--- src/sod_consts.vh ---
// Purpose: Constants for the stack operator decoder
// Assumes: Included by bare name
// Notes: Codes are operator byte values and operation class numbers
`ifndef SOD_CONSTS_VH
`define SOD_CONSTS_VH

// Decoding modes
`define SOD_MODE_PRIMARY 2'h0
`define SOD_MODE_EDIT    2'h1
`define SOD_MODE_VECTOR  2'h2

// Special operator bytes
`define SOD_ESCAPE_PREFIX          8'h95
`define SOD_NO_OPERATION           8'hfe
`define SOD_INVALID_OPERATOR       8'hff
`define SOD_COND_HALT              8'hdf
`define SOD_VECTOR_ENTER_SINGLE    8'he7
`define SOD_VECTOR_ENTER_MULTIPLE  8'hef
`define SOD_VECTOR_EXIT            8'he6
`define SOD_EDIT_END               8'hde

// Variant second bytes
`define SOD_VAR_IDLE         8'h44
`define SOD_VAR_IRQ_ENABLE   8'h46
`define SOD_VAR_IRQ_DISABLE  8'h47

// Operation classes
`define SOD_CLS_INVALID      5'h00
`define SOD_CLS_NOP          5'h01
`define SOD_CLS_VALUE_FETCH  5'h02
`define SOD_CLS_REF_FETCH    5'h03
`define SOD_CLS_ARITH        5'h04
`define SOD_CLS_RELATION     5'h05
`define SOD_CLS_SIGN_INVERT  5'h06
`define SOD_CLS_EXT_MULTIPLY 5'h07
`define SOD_CLS_BITWISE      5'h08
`define SOD_CLS_BIT_FIELD    5'h09
`define SOD_CLS_BRANCH       5'h0a
`define SOD_CLS_LITERAL      5'h0b
`define SOD_CLS_HALT         5'h0c
`define SOD_CLS_EDIT_MICRO   5'h0d
`define SOD_CLS_VEC_ENTER    5'h0e
`define SOD_CLS_VEC_EXIT     5'h0f
`define SOD_CLS_VEC_LOAD     5'h10
`define SOD_CLS_VEC_STORE    5'h11
`define SOD_CLS_CHAR_COMPARE 5'h12
`define SOD_CLS_IDLE         5'h13
`define SOD_CLS_IRQ_CONTROL  5'h14
`define SOD_CLS_SCAN_REL     5'h15
`define SOD_CLS_STRING_XFER  5'h16

`endif

--- src/sod_decoder.v ---
// Function
// - Primary byte 95 is a prefix joined with next byte into variant code.
// - Primary 00-3F decode as value fetch; low bits form address operand.
// - Primary 40-7F decode as reference fetch.
// - FE is no operation in every mode.
// - FF is invalid operator in every mode.
// - DF is conditional halt in every mode.
// - Edit mode D0-DE select edit micro-operations; DE ends editing.
// - Primary E7 enters vector mode single pass, EF multiple passes.
// - Vector mode E6 exits back to primary mode.
// - Vector E0-E5 load A/B/C, F0-F5 store; odd codes increment.
// - Primary 80-87 select the eight arithmetic operations in order.
// - Primary 88-8D select the six relational tests in order.
// - 8E selects sign inversion, 8F extended multiply.
// - Primary 90-94 select the five bitwise logic operations.
// - 96-9F bit and field operations; odd code is dynamic form.
// - A0-A2 branches false/true/always; A8-AA dynamic forms.
// - B0/B1 push zero/one; B2, B3, BE push 8, 16, 48-bit literals.
// - Variant 9544 idle; 9546 enables, 9547 disables external interrupts.
// - Primary F0-F5 destructive character compares; F8-FD updating forms.
// - Variant 95F0-95F5 destructive scan relations; 95F8-95FD updating.
// - Variant 95D0-95D5, 95D8-95DD unpack, transfer and scan while.
//
// Purpose: Operator decoder for a stack-oriented processor
// Assumes: One operator byte offered per cycle with a valid strobe
// Notes: Result registered one cycle after the byte is taken
`timescale 1ns/1ps
`default_nettype none
`include "sod_consts.vh"

module sod_decoder (
  // Clock and reset
  input  wire        core_clk,
  input  wire        sys_rst,
  // Operator byte from fetch
  input  wire        op_valid,
  input  wire [7:0]  op_byte,
  output wire        op_ready,
  // Edit mode request from the sequencer
  input  wire        edit_enter,
  // Decoded operation to the sequencer
  output reg         dec_valid_q,
  output reg  [4:0]  dec_class_q,
  output reg  [3:0]  dec_sub_q,
  output reg  [5:0]  dec_operand_q,
  output reg         dec_variant_q,
  output reg  [15:0] dec_code_q,
  // Mode state
  output reg  [1:0]  mode_q,
  output reg         vec_multi_q,
  output reg         prefix_pending_q
);

  // Decoder is always ready; the sequencer paces the fetch
  assign op_ready = 1'b1;

  // Variant decode of the second byte
  wire [4:0] var_class;
  wire [3:0] var_sub;

  sod_variant_decode u_var (
    .var_byte  (op_byte),
    .var_class (var_class),
    .var_sub   (var_sub)
  );

  // Primary decode
  function [8:0] prim_dec;
    input [7:0] b;
    begin
      prim_dec = {`SOD_CLS_INVALID, 4'h0};
      if (b[7:6] == 2'h0) begin
        prim_dec = {`SOD_CLS_VALUE_FETCH, 4'h0};
      end else if (b[7:6] == 2'h1) begin
        prim_dec = {`SOD_CLS_REF_FETCH, 4'h0};
      end else if (b[7:3] == 5'h10) begin
        prim_dec = {`SOD_CLS_ARITH, 1'b0, b[2:0]};
      end else if (b >= 8'h88 && b <= 8'h8d) begin
        prim_dec = {`SOD_CLS_RELATION, 1'b0, b[2:0]};
      end else if (b == 8'h8e) begin
        prim_dec = {`SOD_CLS_SIGN_INVERT, 4'h0};
      end else if (b == 8'h8f) begin
        prim_dec = {`SOD_CLS_EXT_MULTIPLY, 4'h0};
      end else if (b >= 8'h90 && b <= 8'h94) begin
        prim_dec = {`SOD_CLS_BITWISE, 1'b0, b[2:0]};
      end else if (b >= 8'h96 && b <= 8'h9f) begin
        prim_dec = {`SOD_CLS_BIT_FIELD, b[3:0]};
      end else if ((b[7:2] == 6'h28 || b[7:2] == 6'h2a) && b[1:0] != 2'h3) begin
        prim_dec = {`SOD_CLS_BRANCH, b[3:0]};
      end else if (b == 8'hb0 || b == 8'hb1 || b == 8'hb2 || b == 8'hb3 || b == 8'hbe) begin
        prim_dec = {`SOD_CLS_LITERAL, b[3:0]};
      end else if (b == `SOD_VECTOR_ENTER_SINGLE) begin
        prim_dec = {`SOD_CLS_VEC_ENTER, 4'h0};
      end else if (b == `SOD_VECTOR_ENTER_MULTIPLE) begin
        prim_dec = {`SOD_CLS_VEC_ENTER, 4'h1};
      end else if (b[7:4] == 4'hf && b[2:0] <= 3'h5) begin
        prim_dec = {`SOD_CLS_CHAR_COMPARE, b[3:0]};
      end
    end
  endfunction

  // Mode-independent codes
  function [4:0] common_dec;
    input [7:0] b;
    begin
      if (b == `SOD_NO_OPERATION)
        common_dec = `SOD_CLS_NOP;
      else if (b == `SOD_COND_HALT)
        common_dec = `SOD_CLS_HALT;
      else
        common_dec = `SOD_CLS_INVALID;
    end
  endfunction

  reg [1:0]  mode_d;
  reg        vec_multi_d;
  reg        prefix_pending_d;
  reg [4:0]  cls;
  reg [3:0]  sub;
  reg [8:0]  pd;
  reg        emit;

  always @* begin
    mode_d           = mode_q;
    vec_multi_d      = vec_multi_q;
    prefix_pending_d = prefix_pending_q;
    cls              = `SOD_CLS_INVALID;
    sub              = 4'h0;
    pd               = prim_dec(op_byte);
    emit             = 1'b0;
    if (op_valid) begin
      emit = 1'b1;
      if (prefix_pending_q) begin
        prefix_pending_d = 1'b0;
        cls = var_class;
        sub = var_sub;
      end else begin
        case (mode_q)
          `SOD_MODE_PRIMARY: begin
            if (op_byte == `SOD_ESCAPE_PREFIX) begin
              prefix_pending_d = 1'b1;
              emit = 1'b0;
            end else if (op_byte == `SOD_NO_OPERATION || op_byte == `SOD_COND_HALT
                         || op_byte == `SOD_INVALID_OPERATOR) begin
              cls = common_dec(op_byte);
            end else begin
              cls = pd[8:4];
              sub = pd[3:0];
              if (cls == `SOD_CLS_VEC_ENTER) begin
                mode_d      = `SOD_MODE_VECTOR;
                vec_multi_d = pd[0];
              end
            end
          end
          `SOD_MODE_EDIT: begin
            if (op_byte >= 8'hd0 && op_byte <= `SOD_EDIT_END) begin
              cls = `SOD_CLS_EDIT_MICRO;
              sub = op_byte[3:0];
              if (op_byte == `SOD_EDIT_END)
                mode_d = `SOD_MODE_PRIMARY;
            end else begin
              cls = common_dec(op_byte);
            end
          end
          `SOD_MODE_VECTOR: begin
            if (op_byte >= 8'he0 && op_byte <= 8'he5) begin
              cls = `SOD_CLS_VEC_LOAD;
              sub = op_byte[3:0];
            end else if (op_byte >= 8'hf0 && op_byte <= 8'hf5) begin
              cls = `SOD_CLS_VEC_STORE;
              sub = op_byte[3:0];
            end else if (op_byte == `SOD_VECTOR_EXIT) begin
              cls         = `SOD_CLS_VEC_EXIT;
              mode_d      = `SOD_MODE_PRIMARY;
              vec_multi_d = 1'b0;
            end else begin
              cls = common_dec(op_byte);
            end
          end
          default: begin
            mode_d = `SOD_MODE_PRIMARY;
          end
        endcase
      end
    end
  end

  // Edit mode entry from the sequencer's table-enter operations
  // is outside this block; edit_enter drives it.
  always @(posedge core_clk) begin
    if (sys_rst) begin
      mode_q           <= `SOD_MODE_PRIMARY;
      vec_multi_q      <= 1'b0;
      prefix_pending_q <= 1'b0;
      dec_valid_q      <= 1'b0;
      dec_class_q      <= `SOD_CLS_INVALID;
      dec_sub_q        <= 4'h0;
      dec_operand_q    <= 6'h00;
      dec_variant_q    <= 1'b0;
      dec_code_q       <= 16'h0000;
    end else begin
      mode_q           <= (edit_enter && mode_d == `SOD_MODE_PRIMARY) ? `SOD_MODE_EDIT : mode_d;
      vec_multi_q      <= vec_multi_d;
      prefix_pending_q <= prefix_pending_d;
      dec_valid_q      <= emit;
      if (emit) begin
        dec_class_q   <= cls;
        dec_sub_q     <= sub;
        dec_operand_q <= op_byte[5:0];
        dec_variant_q <= prefix_pending_q;
        dec_code_q    <= prefix_pending_q ? {`SOD_ESCAPE_PREFIX, op_byte} : {8'h00, op_byte};
      end
    end
  end

endmodule // sod_decoder
`default_nettype wire

--- src/sod_variant_decode.v ---
// Purpose: Decode of the second byte of a variant operator
// Assumes: Prefix already seen by the caller
// Notes: Purely combinational
`timescale 1ns/1ps
`default_nettype none
`include "sod_consts.vh"

module sod_variant_decode (
  // Second byte
  input  wire [7:0] var_byte,
  // Result
  output reg  [4:0] var_class,
  output reg  [3:0] var_sub
);

  always @* begin
    var_class = `SOD_CLS_INVALID;
    var_sub   = 4'h0;
    if (var_byte == `SOD_VAR_IDLE) begin
      var_class = `SOD_CLS_IDLE;
    end else if (var_byte == `SOD_VAR_IRQ_ENABLE || var_byte == `SOD_VAR_IRQ_DISABLE) begin
      var_class = `SOD_CLS_IRQ_CONTROL;
      var_sub   = {3'h0, var_byte[0]};
    end else if (var_byte[7:4] == 4'hf && var_byte[2:0] <= 3'h5) begin
      var_class = `SOD_CLS_SCAN_REL;
      var_sub   = var_byte[3:0];
    end else if (var_byte[7:4] == 4'hd && var_byte[2:0] <= 3'h5) begin
      var_class = `SOD_CLS_STRING_XFER;
      var_sub   = var_byte[3:0];
    end else if (var_byte == `SOD_COND_HALT) begin
      var_class = `SOD_CLS_HALT;
    end else if (var_byte == `SOD_NO_OPERATION) begin
      var_class = `SOD_CLS_NOP;
    end
  end

endmodule // sod_variant_decode
`default_nettype wire

--- config.mk ---
export PLATFORM = sky130hd
export DESIGN_NAME = sod_decoder
export DESIGN_NICKNAME = d
export VERILOG_FILES = /design/src/sod_decoder.v /design/src/sod_variant_decode.v
export VERILOG_INCLUDE_DIRS = /design/src
export SDC_FILE = /design/constraint.sdc
export NUM_CORES = 1
export LEC_CHECK = 0
export ABC_AREA = 1
export BUFFER_PORTS_ARGS = -buffer_cell sky130_fd_sc_hd__buf_2
export CAP_MARGIN = 20
export CORE_ASPECT_RATIO = 2
export CORE_MARGIN = 4
export CORE_UTILIZATION = 23
export CTS_CLUSTER_SIZE = 30
export DETAILED_ROUTE_END_ITERATION = 16
export PLACE_DENSITY_LB_ADDON = 0.08
export SLEW_MARGIN = 10
export SYNTH_ARGS = -nofsm -noshare
export SYNTH_HDL_FRONTEND = slang
export SYNTH_SLANG_ARGS = --single-unit
export TNS_END_PERCENT = 30
--- constraint.sdc ---
create_clock -name core_clk -period 3.25 [get_ports core_clk]
set_input_delay 0.65 -clock core_clk [delete_from_list [all_inputs] [get_ports core_clk]]
set_output_delay 0.65 -clock core_clk [all_outputs]
set_load 0.01 [all_outputs]
==> flow_summary_export.csv, run 1 <==
group,metric,value,unit
sta,setup_viol,0,
layout,final_area,1940,sq um
power,power.total,0.726,mW
power,combPwrFrac,20.4,%
synth,synth_compound_area_share,15.5,%
clock_network,cts_resized,0,
sta,hold-worst-slack,0.447,ns
routing,dr.pass1.iters,4,
placed_design,numPortBuffers,44,
placed_design,gp_congestion,0.928,
worst_setup_path,r2r_setup_slack,1.24,ns
power,switchingPower,0.216,mW
synth,synthAdderAreaFrac,0,%
routing,viasPerCell,4.65,
synth,synth_seq_area_share,28.2,%
worst_setup_path,ff2ff_path_depth,8,
power,swShare,29.8,%
placed_design,dp_cells,397,
worst_setup_path,r2r-end,"mode_q[0]",
sta,final.min_clock_period,2.16,ns
placed_design,place_area,1860,sq um
synth,synthSimpleGateAreaFrac,40.9,%
clock_network,cts_tree,"done",
sta,worst_pin_slew,0.584,ns
synth,synth_warnings,0,
floorplanning,dieArea,8590,sq um
routing,drt-initial-drc-count,76,
worst_setup_path,worstSetupStartpointType,"input port",
routing,drt_wl_total,6070,um
clock_network,clock_sinks,23,
floorplanning,die_x,67.6,um
clock_network,holdBufCountCts,0,
synth,synth_top_family_by_area,"simple AND/OR/NAND/NOR gates",
clock_network,clkTransAtPathRegs,0.06,ns
worst_setup_path,crit_end,"mode_q[0]",
worst_setup_path,required,3.39,ns
layout,nets,324,
clock_network,post-cts-setup-buffers,0,
synth,synth_area,1630,sq um
power,power_frac_clock,37.6,%
global_routing,grt_pass1_wl,9550,um
synth,synth_edf_count,0,
status,status,"finished, final reports clean",
synth,syn_area_per_cell,5.92,sq um
worst_setup_path,crit_path_start,"op_byte[7]",
worst_setup_path,slowest_delay,0.41,ns
clock_network,clock-root-buffer,"clkbuf_16",
floorplanning,initial_utilization,23.5,%
worst_setup_path,crit_family,"compound AO/OA/AOI/OAI gates",
layout,final_cell_count_no_fill,401,
sta,rsz0062_at_grt,"false",
layout,antennaDiodeCount,0,
sta,drv_slew,0,
routing,drc_errors,0,
clock_network,tritoncts.num_buffers,3,
clock_network,clock_insertion_delay_worst_skew,0.26,ns
power,vdd_drop_max,0.175,mV
synth,synth_cell_types,27,
floorplanning,row_count,43,
placed_design,place_hpwl,5040,um
floorplanning,die_h,127,um
sta,tns,0,ns
synth,synthCells,276,
global_routing,overflow,0,
worst_setup_path,cp_slowest_cell,"o21ai_0",
sta,hold_viol_final,0,
routing,ant_nets,0,
worst_setup_path,end_kind,"flip-flop",
synth,synthArstFlopShare,0,%
sta,clock_skew,0.00432,ns
layout,drive_gt1_share,20.3,%
worst_setup_path,worstPathCellList,"buf_2, nand2_1, nor3_1, o21ai_0, o21ai_0, nand3_1, nand3_1, a21oi_1",
global_routing,grt_max_degree,16,
global_routing,grt_pass1_vias,1886,
clock_network,clock_path_buffers,2,
clock_network,htreeDepth,1,
power,p_leak,1.05,nW
sta,finalCritPeriodShare,66.5,%
routing,vias,1864,
worst_setup_path,worstPathMaxFanout,6,
synth,synth_xor_area_share,0,%
synth,ys_ff_latch,23,
power,p_int,0.509,mW
global_routing,track_usage,15.1,%
layout,area_growth,18.5,%
power,p_per_area,375,nW/um^2
synth,synth_mux_area_share,0,%
worst_setup_path,path_depth,8,
routing,wire_per_inst,15.1,um
worst_setup_path,timing.rr.start,"mode_q[0]",
power,seqPwrFrac,42.0,%
worst_setup_path,crit_type,"input port to flip-flop",
run,cap_violations,0,
sta,relSlewSlack,60.6,%
worst_setup_path,worst-path-buf-inv,1,
min_path,hold_class,"flip-flop to flip-flop",
sta,max_freq,0.463,GHz
global_routing,antenna_found_initial,0,
synth,synth_ff_type,"dfxtp_1",
floorplanning,ios,50,
worst_setup_path,cp.arrival,2.31,ns
floorplanning,core,6940,sq um
[worst min-delay path, delay by kind of cell, from the launching register on]
family / cells / cell delay [ns]
AND/OR/NAND/NOR: 2 / 0.10
flip-flops: 1 / 0.31
[metal layers]
metal / up-vias / part of all wire (%) / global-route usage [%]
met5: - / 0 / 0
met2: 67 / 55 / 27.7
li1: 937 / - / -
met4: 0 / 4.6 / 9.69
met1: 841 / 36 / 14.9
met3: 19 / 4.4 / 2.02
[kinds of logic after synthesis]
family          Yosys count
simple gates            158
buf+inv                  48
compound gates           45
flops                    23
other cells               2
[sequential cells by signal (all words and copies together), names as in the netlist]
signal / cells
dec_operand_q: 5
mode_q: 2
dec_code_q: 4
dec_valid_q: 1
dec_class_q: 5
prefix_pending_q: 1
dec_sub_q: 4
vec_multi_q: 1
[through the flow]
stage / worst slack [ns] / utilization, %
after floorplan: 1.47 / -
after global placement: 0.762 / 26.8
after detailed placement: 0.838 / 26.8
after CTS: 1.11 / 27.9
after global routing: 0.925 / 27.9
final: 1.09 / 27.9
[layout make-up]
class	instances	area, sq um
Fill cell	815	5000
Multi-Input combinational cell	208	940
Sequential cell	23	460
Timing Repair Buffer	45	228
Inverter	31	116
Tap cell	90	113
Clock buffer	4	78.8
[cells in the final DEF, fill, tap and decap left out, drive strengths merged, types with 2 or more instances in the layout]
| cell | instances |
|---|---|
| a21oi | 15 |
| a31oi | 2 |
| buf | 45 |
| clkbuf | 4 |
| conb | 5 |
| dfxtp | 23 |
| inv | 31 |
| nand2 | 91 |
| nand3 | 19 |
| nand4 | 5 |
| nor2 | 35 |
| nor3 | 6 |
| o211ai | 3 |
| o21ai | 20 |
| o21bai | 2 |
[synth_stat cells (2+ instances only)]
| master | instances | share of area, % |
|---|---|---|
| inv_1 | 26 | 6.0 |
| nor2_2 | 4 | 1.5 |
| conb_1 | 2 | 0.46 |
| o21ai_0 | 16 | 4.9 |
| nor2_1 | 30 | 6.9 |
| nand2_1 | 88 | 20 |
| a21oi_1 | 15 | 4.6 |
| a31oi_1 | 2 | 0.77 |
| o211ai_1 | 3 | 1.4 |
| nand4_1 | 5 | 1.9 |
| buf_4 | 15 | 6.9 |
| nand2_2 | 3 | 1.1 |
| dfxtp_1 | 23 | 28 |
| o21ai_1 | 3 | 0.92 |
| nand3_1 | 19 | 5.8 |
| inv_2 | 5 | 1.1 |
| nor3_1 | 6 | 1.8 |
| o21bai_1 | 2 | 0.92 |
[power groups by stage]
stage / clock, mW / combinational (mW) / sequential [mW]
2_1_floorplan: 0 / 0.0937 / 0.317
3_3_place_gp: 0 / 0.152 / 0.311
3_5_place_dp: 0 / 0.148 / 0.311
5_1_grt: 0.289 / 0.166 / 0.307
6_report: 0.273 / 0.148 / 0.305
4_1_cts: 0.283 / 0.148 / 0.305
[how the worst min path moves through the flow]
stage	startpoint	endpoint	slack (ns)	cells after the start
after detailed placement	dec_class_q[0]	dec_class_q[0]	0.44	2
final	dec_class_q[0]	dec_class_q[0]	0.45	2
after CTS	dec_class_q[0]	dec_class_q[0]	0.45	2
after global placement	dec_sub_q[2]	dec_sub_q[2]	0.44	2
after global routing	dec_class_q[0]	dec_class_q[0]	0.46	2
after floorplan	dec_class_q[0]	dec_class_q[0]	0.47	2
No activity file was read; power rests on OpenSTA's default activity.
==> inputs of run 2 (changes only) <==
--- a/config.mk
+++ b/config.mk
@@ -6,7 +6,7 @@
 export SDC_FILE = /design/constraint.sdc
 export NUM_CORES = 1
 export LEC_CHECK = 0
-export ABC_AREA = 1
+export ABC_AREA = 0
 export BUFFER_PORTS_ARGS = -buffer_cell sky130_fd_sc_hd__buf_2
 export CAP_MARGIN = 20
 export CORE_ASPECT_RATIO = 2
==> constraint.sdc (replaced) <==
create_clock -name core_clk -period 2.27 [get_ports core_clk]
set_input_delay 0.454 -clock core_clk [delete_from_list [all_inputs] [get_ports core_clk]]
set_output_delay 0.454 -clock core_clk [all_outputs]
set_load 0.01 [all_outputs]
==> run 2 against run 1 <==
Effect of this change:
- non-clock buffer count up 63
- utilization increased by 5.3 points
- count of clock-buffer cells in the layout is 1 lower
- power up 53%
- register-to-register slack lost 0.79 ns
- synthesized area increased by 12%
- hold slack gained 0.0091 ns
- critical path type unchanged
- largest power group unchanged
==> flow_summary_export.csv, run 2 <==
group,metric,value,unit
sta,finalCritPeriodShare,93.4,%
worst_setup_path,end_kind,"flip-flop",
layout,nets,345,
worst_setup_path,path_common_cell,"buf_4",
sta,rsz0062_at_grt,"false",
synth,synth_warnings,0,
synth,yosysTopAreaCell,"dfxtp_1",
routing,drc_errors,0,
global_routing,overflow,0,
routing,drt_wl_total,7840,um
global_routing,track_usage,16.4,%
synth,synthArstFlopShare,0,%
synth,syn_area_per_cell,7.21,sq um
power,p_int,0.787,mW
routing,vias,2174,
power,seqPwrFrac,38.4,%
synth,synth_seq_area_share,25.3,%
worst_setup_path,required,2.42,ns
worst_setup_path,worstPathCellList,"buf_2, nand2b_1, o22ai_1, and4_1, o41ai_1, buf_4, o2111ai_1, buf_4, a32o_1",
sta,final.min_clock_period,2.12,ns
global_routing,grt_max_degree,18,
clock_network,tritoncts.num_buffers,3,
global_routing,grt_pass1_vias,2155,
clock_network,cts_resized,0,
layout,area_growth,39.5,%
layout,largestRegisters,"dec_class_q: 5 flops, dec_operand_q: 5 flops",
floorplanning,core,7660,sq um
power,swShare,29.1,%
worst_setup_path,cp_slowest_cell,"o41ai_1",
sta,worst_pin_slew,0.534,ns
power,vdd_drop_max,0.231,mV
clock_network,cts_tree,"done",
routing,ant_nets,0,
worst_setup_path,worst-path-buf-inv,3,
placed_design,place_hpwl,6640,um
worst_setup_path,cp.arrival,2.27,ns
routing,wire_per_inst,18.4,um
synth,synth_ff_type,"dfxtp_1",
worst_setup_path,worstPathMaxFanout,4,
power,switchingPower,0.324,mW
worst_setup_path,crit_family,"compound AO/OA/AOI/OAI gates",
placed_design,dp_cells,422,
synth,synthCells,253,
layout,drive_gt1_share,36.1,%
synth,synth_commonest_cells,"nand2_1, a21oi_1, dfxtp_1",
clock_network,clock_sinks,23,
layout,final_cell_count_no_fill,426,
sta,tns,0,ns
synth,netlist.area_leader.share,25.3,%
floorplanning,ios,50,
placed_design,numPortBuffers,44,
worst_setup_path,worstSetupStartpointType,"input port",
synth,netlist_top_cells_area,"dfxtp_1, a21oi_1, nand2_1, buf_4, nor2_1",
placed_design,gp_congestion,0.878,
synth,synth_edf_count,0,
status,status,"finished, final reports clean",
clock_network,htreeDepth,1,
layout,antennaDiodeCount,0,
worst_setup_path,crit_type,"input port to flip-flop",
sta,hold_viol_final,0,
worst_setup_path,slowest_delay,0.56,ns
power,power_frac_clock,34.4,%
global_routing,grt_pass1_wl,11900,um
routing,viasPerCell,5.10,
clock_network,clkTransAtPathRegs,0.06,ns
power,p_per_area,437,nW/um^2
floorplanning,row_count,45,
clock_network,clock_insertion_delay_worst_skew,0.26,ns
power,combPwrFrac,27.2,%
sta,setup_viol,0,
floorplanning,die_x,71.0,um
layout,final_common_cell,"buf_4",
power,p_leak,1.14,nW
global_routing,antenna_found_initial,0,
clock_network,post-cts-setup-buffers,0,
sta,max_freq,0.472,GHz
floorplanning,die_h,134,um
routing,dr.pass1.iters,4,
layout,mostFrequentLayoutCells,"buf_4, buf_2, nand2_1, a21oi_1, dfxtp_1",
floorplanning,initial_utilization,23.8,%
synth,synth_area,1820,sq um
min_path,hold_class,"flip-flop to flip-flop",
sta,drv_slew,0,
clock_network,clock-root-buffer,"clkbuf_16",
sta,relSlewSlack,63.9,%
floorplanning,dieArea,9500,sq um
clock_network,clock_path_buffers,2,
synth,synth_cell_types,58,
run,cap_violations,0,
clock_network,holdBufCountCts,0,
routing,drt-initial-drc-count,133,
sta,clock_skew,0.00625,ns
synth,yosysMostFrequentCell,"nand2_1",
synth,ys_ff_latch,23,
-- run 2: cell count changes in the layout (fill, tap and decap cells not counted), sizes merged, moves of 5 or more --
| cell | change |
|---|---|
| nand3 | -11 |
| nor2b | +6 |
| o31a | +5 |
| nand2b | +6 |
| nor2 | -20 |
| inv | -26 |
| nand2 | -55 |
| o21ai | -9 |
| buf | +63 |
| a21oi | +12 |
-- run 2: kinds of logic after synthesis --
family / count (synthesis) / synth area share, %
compound gates: 75 / 28.0
simple gates: 110 / 33.1
flops: 23 / 25.3
other cells: 2 / 0.412
mux: 2 / 1.17
buf+inv: 41 / 12.1
-- run 2: layer usage --
metal,global-route usage (%),vias to the layer above,share of wire (%)
met5,0,-,0
met4,10.5,0,6.7
met3,1.35,29,3.0
met2,31.6,77,55
met1,16.1,999,35
li1,-,1069,-
-- run 2: tightest hold or removal path, stage by stage (launching register included) --
cell     delay [ns]
dfxtp_1        0.31
nand2_1        0.05
a21oi_1        0.05
-- run 2: cell type report --
| class | instances | area, sq um |
|---|---|---|
| multi-input combinational | 192 | 1150 |
| clock buffer | 3 | 75.1 |
| sequential | 23 | 460 |
| timing repair buffer | 108 | 713 |
| inverter | 5 | 18.8 |
| tap | 94 | 118 |
| clock inverter | 1 | 5.00 |
| fill | 893 | 5110 |
-- run 2: worst paths after layout --
kind                                  startpoint             end  slack [ns]  cells after the start
worst min-delay path               dec_code_q[7]   dec_code_q[7]        0.46                      2
worst min register to register     dec_code_q[7]   dec_code_q[7]        0.46                      2
worst max register to register  prefix_pending_q     vec_multi_q        0.45                      6
worst max-delay path                  op_byte[3]  dec_class_q[0]        0.15                      9
-- run 2: power groups by stage --
stage | logic (mW) | clock network (mW) | registers, mW
2_1_floorplan | 0.151 | 0 | 0.443
3_3_place_gp | 0.305 | 0 | 0.435
3_5_place_dp | 0.302 | 0 | 0.436
4_1_cts | 0.303 | 0.390 | 0.427
5_1_grt | 0.328 | 0.405 | 0.428
6_report | 0.302 | 0.383 | 0.426
-- run 2: through the flow --
stage          setup slack (ns)  hold slack [ns]  utilization, %  total power [mW]  cell area [sq um]
2_1_floorplan             0.233            0.481               -             0.594               1830
3_3_place_gp            -0.0851            0.444            32.2             0.740               2460
3_5_place_dp            -0.0745            0.451            32.2             0.738               2460
4_1_cts                   0.197            0.459            33.2              1.12               2540
5_1_grt                  0.0289            0.484            33.2              1.16               2540
6_report                  0.150            0.456            33.2              1.11               2540
==> inputs of run 3 (changes only) <==
--- a/config.mk
+++ b/config.mk
@@ -6,7 +6,7 @@
 export SDC_FILE = /design/constraint.sdc
 export NUM_CORES = 1
 export LEC_CHECK = 0
-export ABC_AREA = 0
+export ABC_AREA = 1
 export BUFFER_PORTS_ARGS = -buffer_cell sky130_fd_sc_hd__buf_2
 export CAP_MARGIN = 20
 export CORE_ASPECT_RATIO = 2
@@ -15,6 +15,7 @@
 export CTS_CLUSTER_SIZE = 30
 export DETAILED_ROUTE_END_ITERATION = 16
 export PLACE_DENSITY_LB_ADDON = 0.08
+export REMOVE_ABC_BUFFERS = 1
 export SLEW_MARGIN = 10
 export SYNTH_ARGS = -nofsm -noshare
 export SYNTH_HDL_FRONTEND = slang
==> run 3 against run 2 <==
Effect of this change:
- clock power up 6.0%
- combinational power down 24%
- critical path depth up 2
- non-clock buffer count down 50
- worst setup slack better by 0.25 ns
- sequential power up 2%
- final cell count down 2.8%
==> flow_summary_export.csv, run 3 (same netlist as run 1, synthesis figures left out) <==
group,metric,value,unit
layout,mostFrequentLayoutCells,"nand2_1, buf_2, nor2_1, inv_1, dfxtp_1",
routing,ant_nets,0,
clock_network,clock-root-buffer,"clkbuf_16",
worst_setup_path,crit_type,"input port to flip-flop",
routing,dr.pass1.iters,4,
global_routing,grt_pass1_wl,10200,um
sta,hold_viol_final,0,
clock_network,clock_path_buffers,2,
layout,final_common_cell,"nand2_1",
placed_design,dp_cells,410,
routing,drt-initial-drc-count,60,
power,p_leak,1.12,nW
routing,drt_wl_total,6690,um
placed_design,place_hpwl,5670,um
sta,finalCritPeriodShare,82.5,%
clock_network,htreeDepth,1,
power,vdd_drop_max,0.320,mV
worst_setup_path,cp.arrival,2.07,ns
layout,largestRegisters,"dec_class_q: 5 flops, dec_operand_q: 5 flops",
worst_setup_path,required,2.47,ns
sta,clock_skew,0.00633,ns
layout,antennaDiodeCount,0,
sta,worst_slack,0.397,ns
sta,setup_viol,0,
layout,num-fill-cells,829,
global_routing,grt_pass1_vias,2017,
global_routing,overflow,0,
worst_setup_path,worstPathMaxFanout,15,
routing,vias,1930,
routing,drc_errors,0,
clock_network,holdBufCountCts,0,
global_routing,grt_max_degree,16,
min_path,hold_class,"input port to flip-flop",
global_routing,track_usage,16.5,%
layout,nets,337,
status,status,"finished, final reports clean",
clock_network,post-cts-setup-buffers,0,
floorplanning,core,6940,sq um
layout,seq_area,460,sq um
floorplanning,die_x,67.6,um
sta,drv_slew,0,
worst_setup_path,worstSetupStartpointType,"input port",
floorplanning,row_count,43,
floorplanning,initial_utilization,23.5,%
placed_design,numPortBuffers,44,
routing,wire_per_inst,16.2,um
clock_network,tritoncts.num_buffers,3,
sta,relSlewSlack,62.9,%
sta,tns,0,ns
placed_design,pre_cts_slack,0.0874,ns
layout,multi_input_area,940,sq um
sta,worst_pin_slew,0.554,ns
power,p_per_area,526,nW/um^2
run,cap_violations,0,
worst_setup_path,end_kind,"flip-flop",
placed_design,place_area,1950,sq um
layout,final_cell_count_no_fill,414,
clock_network,clock_sinks,23,
sta,rsz0062_at_grt,"false",
sta,max_freq,0.534,GHz
clock_network,clkTransAtPathRegs,0.07,ns
layout,drive_gt1_share,23.8,%
floorplanning,ios,50,
sta,final.min_clock_period,1.87,ns
layout,area_growth,24.6,%
routing,viasPerCell,4.66,
floorplanning,dieArea,8590,sq um
clock_network,cts_resized,0,
clock_network,clock_insertion_delay_worst_skew,0.27,ns
layout,final_area,2030,sq um
floorplanning,die_h,127,um
global_routing,antenna_found_initial,0,
clock_network,cts_tree,"done",
placed_design,gp_congestion,0.935,
==> run 3: final timing paths <==
check                   startpoint              to  slack (ns)  cells past startpoint
setup / recovery        op_byte[2]   dec_code_q[6]        0.40                     11
hold / removal          edit_enter       mode_q[0]        0.44                      3
setup reg to reg  prefix_pending_q  dec_class_q[3]        0.48                      6
hold reg to reg     dec_class_q[1]  dec_class_q[1]        0.45                      2
==> run 3: metal layers <==
layer / wire, um / vias to the layer above / global-route usage (%)
li1: - / 966 / -
met1: 2090 / 859 / 14.7
met2: 3720 / 77 / 30.0
met3: 392 / 28 / 3.17
met4: 495 / 0 / 13.4
met5: 0 / - / 0
==> run 3: area by class of cell <==
| class | count | area share (%) |
|---|---|---|
| inverter | 31 | 5.72 |
| multi-input combinational | 208 | 46.2 |
| timing repair buffer | 58 | 16.0 |
| clock buffer | 3 | 3.69 |
| clock inverter | 1 | 0.246 |
| sequential | 23 | 22.6 |
| tap | 90 | 5.54 |
==> run 3: metrics by stage <==
stage	hold WS (ns)	power (mW)	utilization, %
6_report	0.444	1.07	29.3
5_1_grt	0.477	1.13	29.3
4_1_cts	0.440	1.09	29.3
3_5_place_dp	0.444	0.677	28.2
3_3_place_gp	0.444	0.680	28.2
2_1_floorplan	0.474	0.566	-
==> run 3: power breakdown <==
| group | internal (mW) | leakage, nW | switching (mW) | total, mW |
|---|---|---|---|---|
| Clock | 0.238 | 0.0409 | 0.168 | 0.406 |
| Combinational | 0.0761 | 0.889 | 0.153 | 0.229 |
| Sequential | 0.423 | 0.188 | 0.0131 | 0.436 |
| Total | 0.737 | 1.12 | 0.334 | 1.07 |
==> run 3: worst max-delay path: stages <==
cell and delay (ns):
buf_2 0.15, inv_2 0.10, nor2_2 0.15, nand2_1 0.08, nor2_2 0.18, nand2_2 0.08, o21ai_2 0.26, inv_2 0.10
nor2_4 0.33, nand2_1 0.08, o21ai_1 0.09
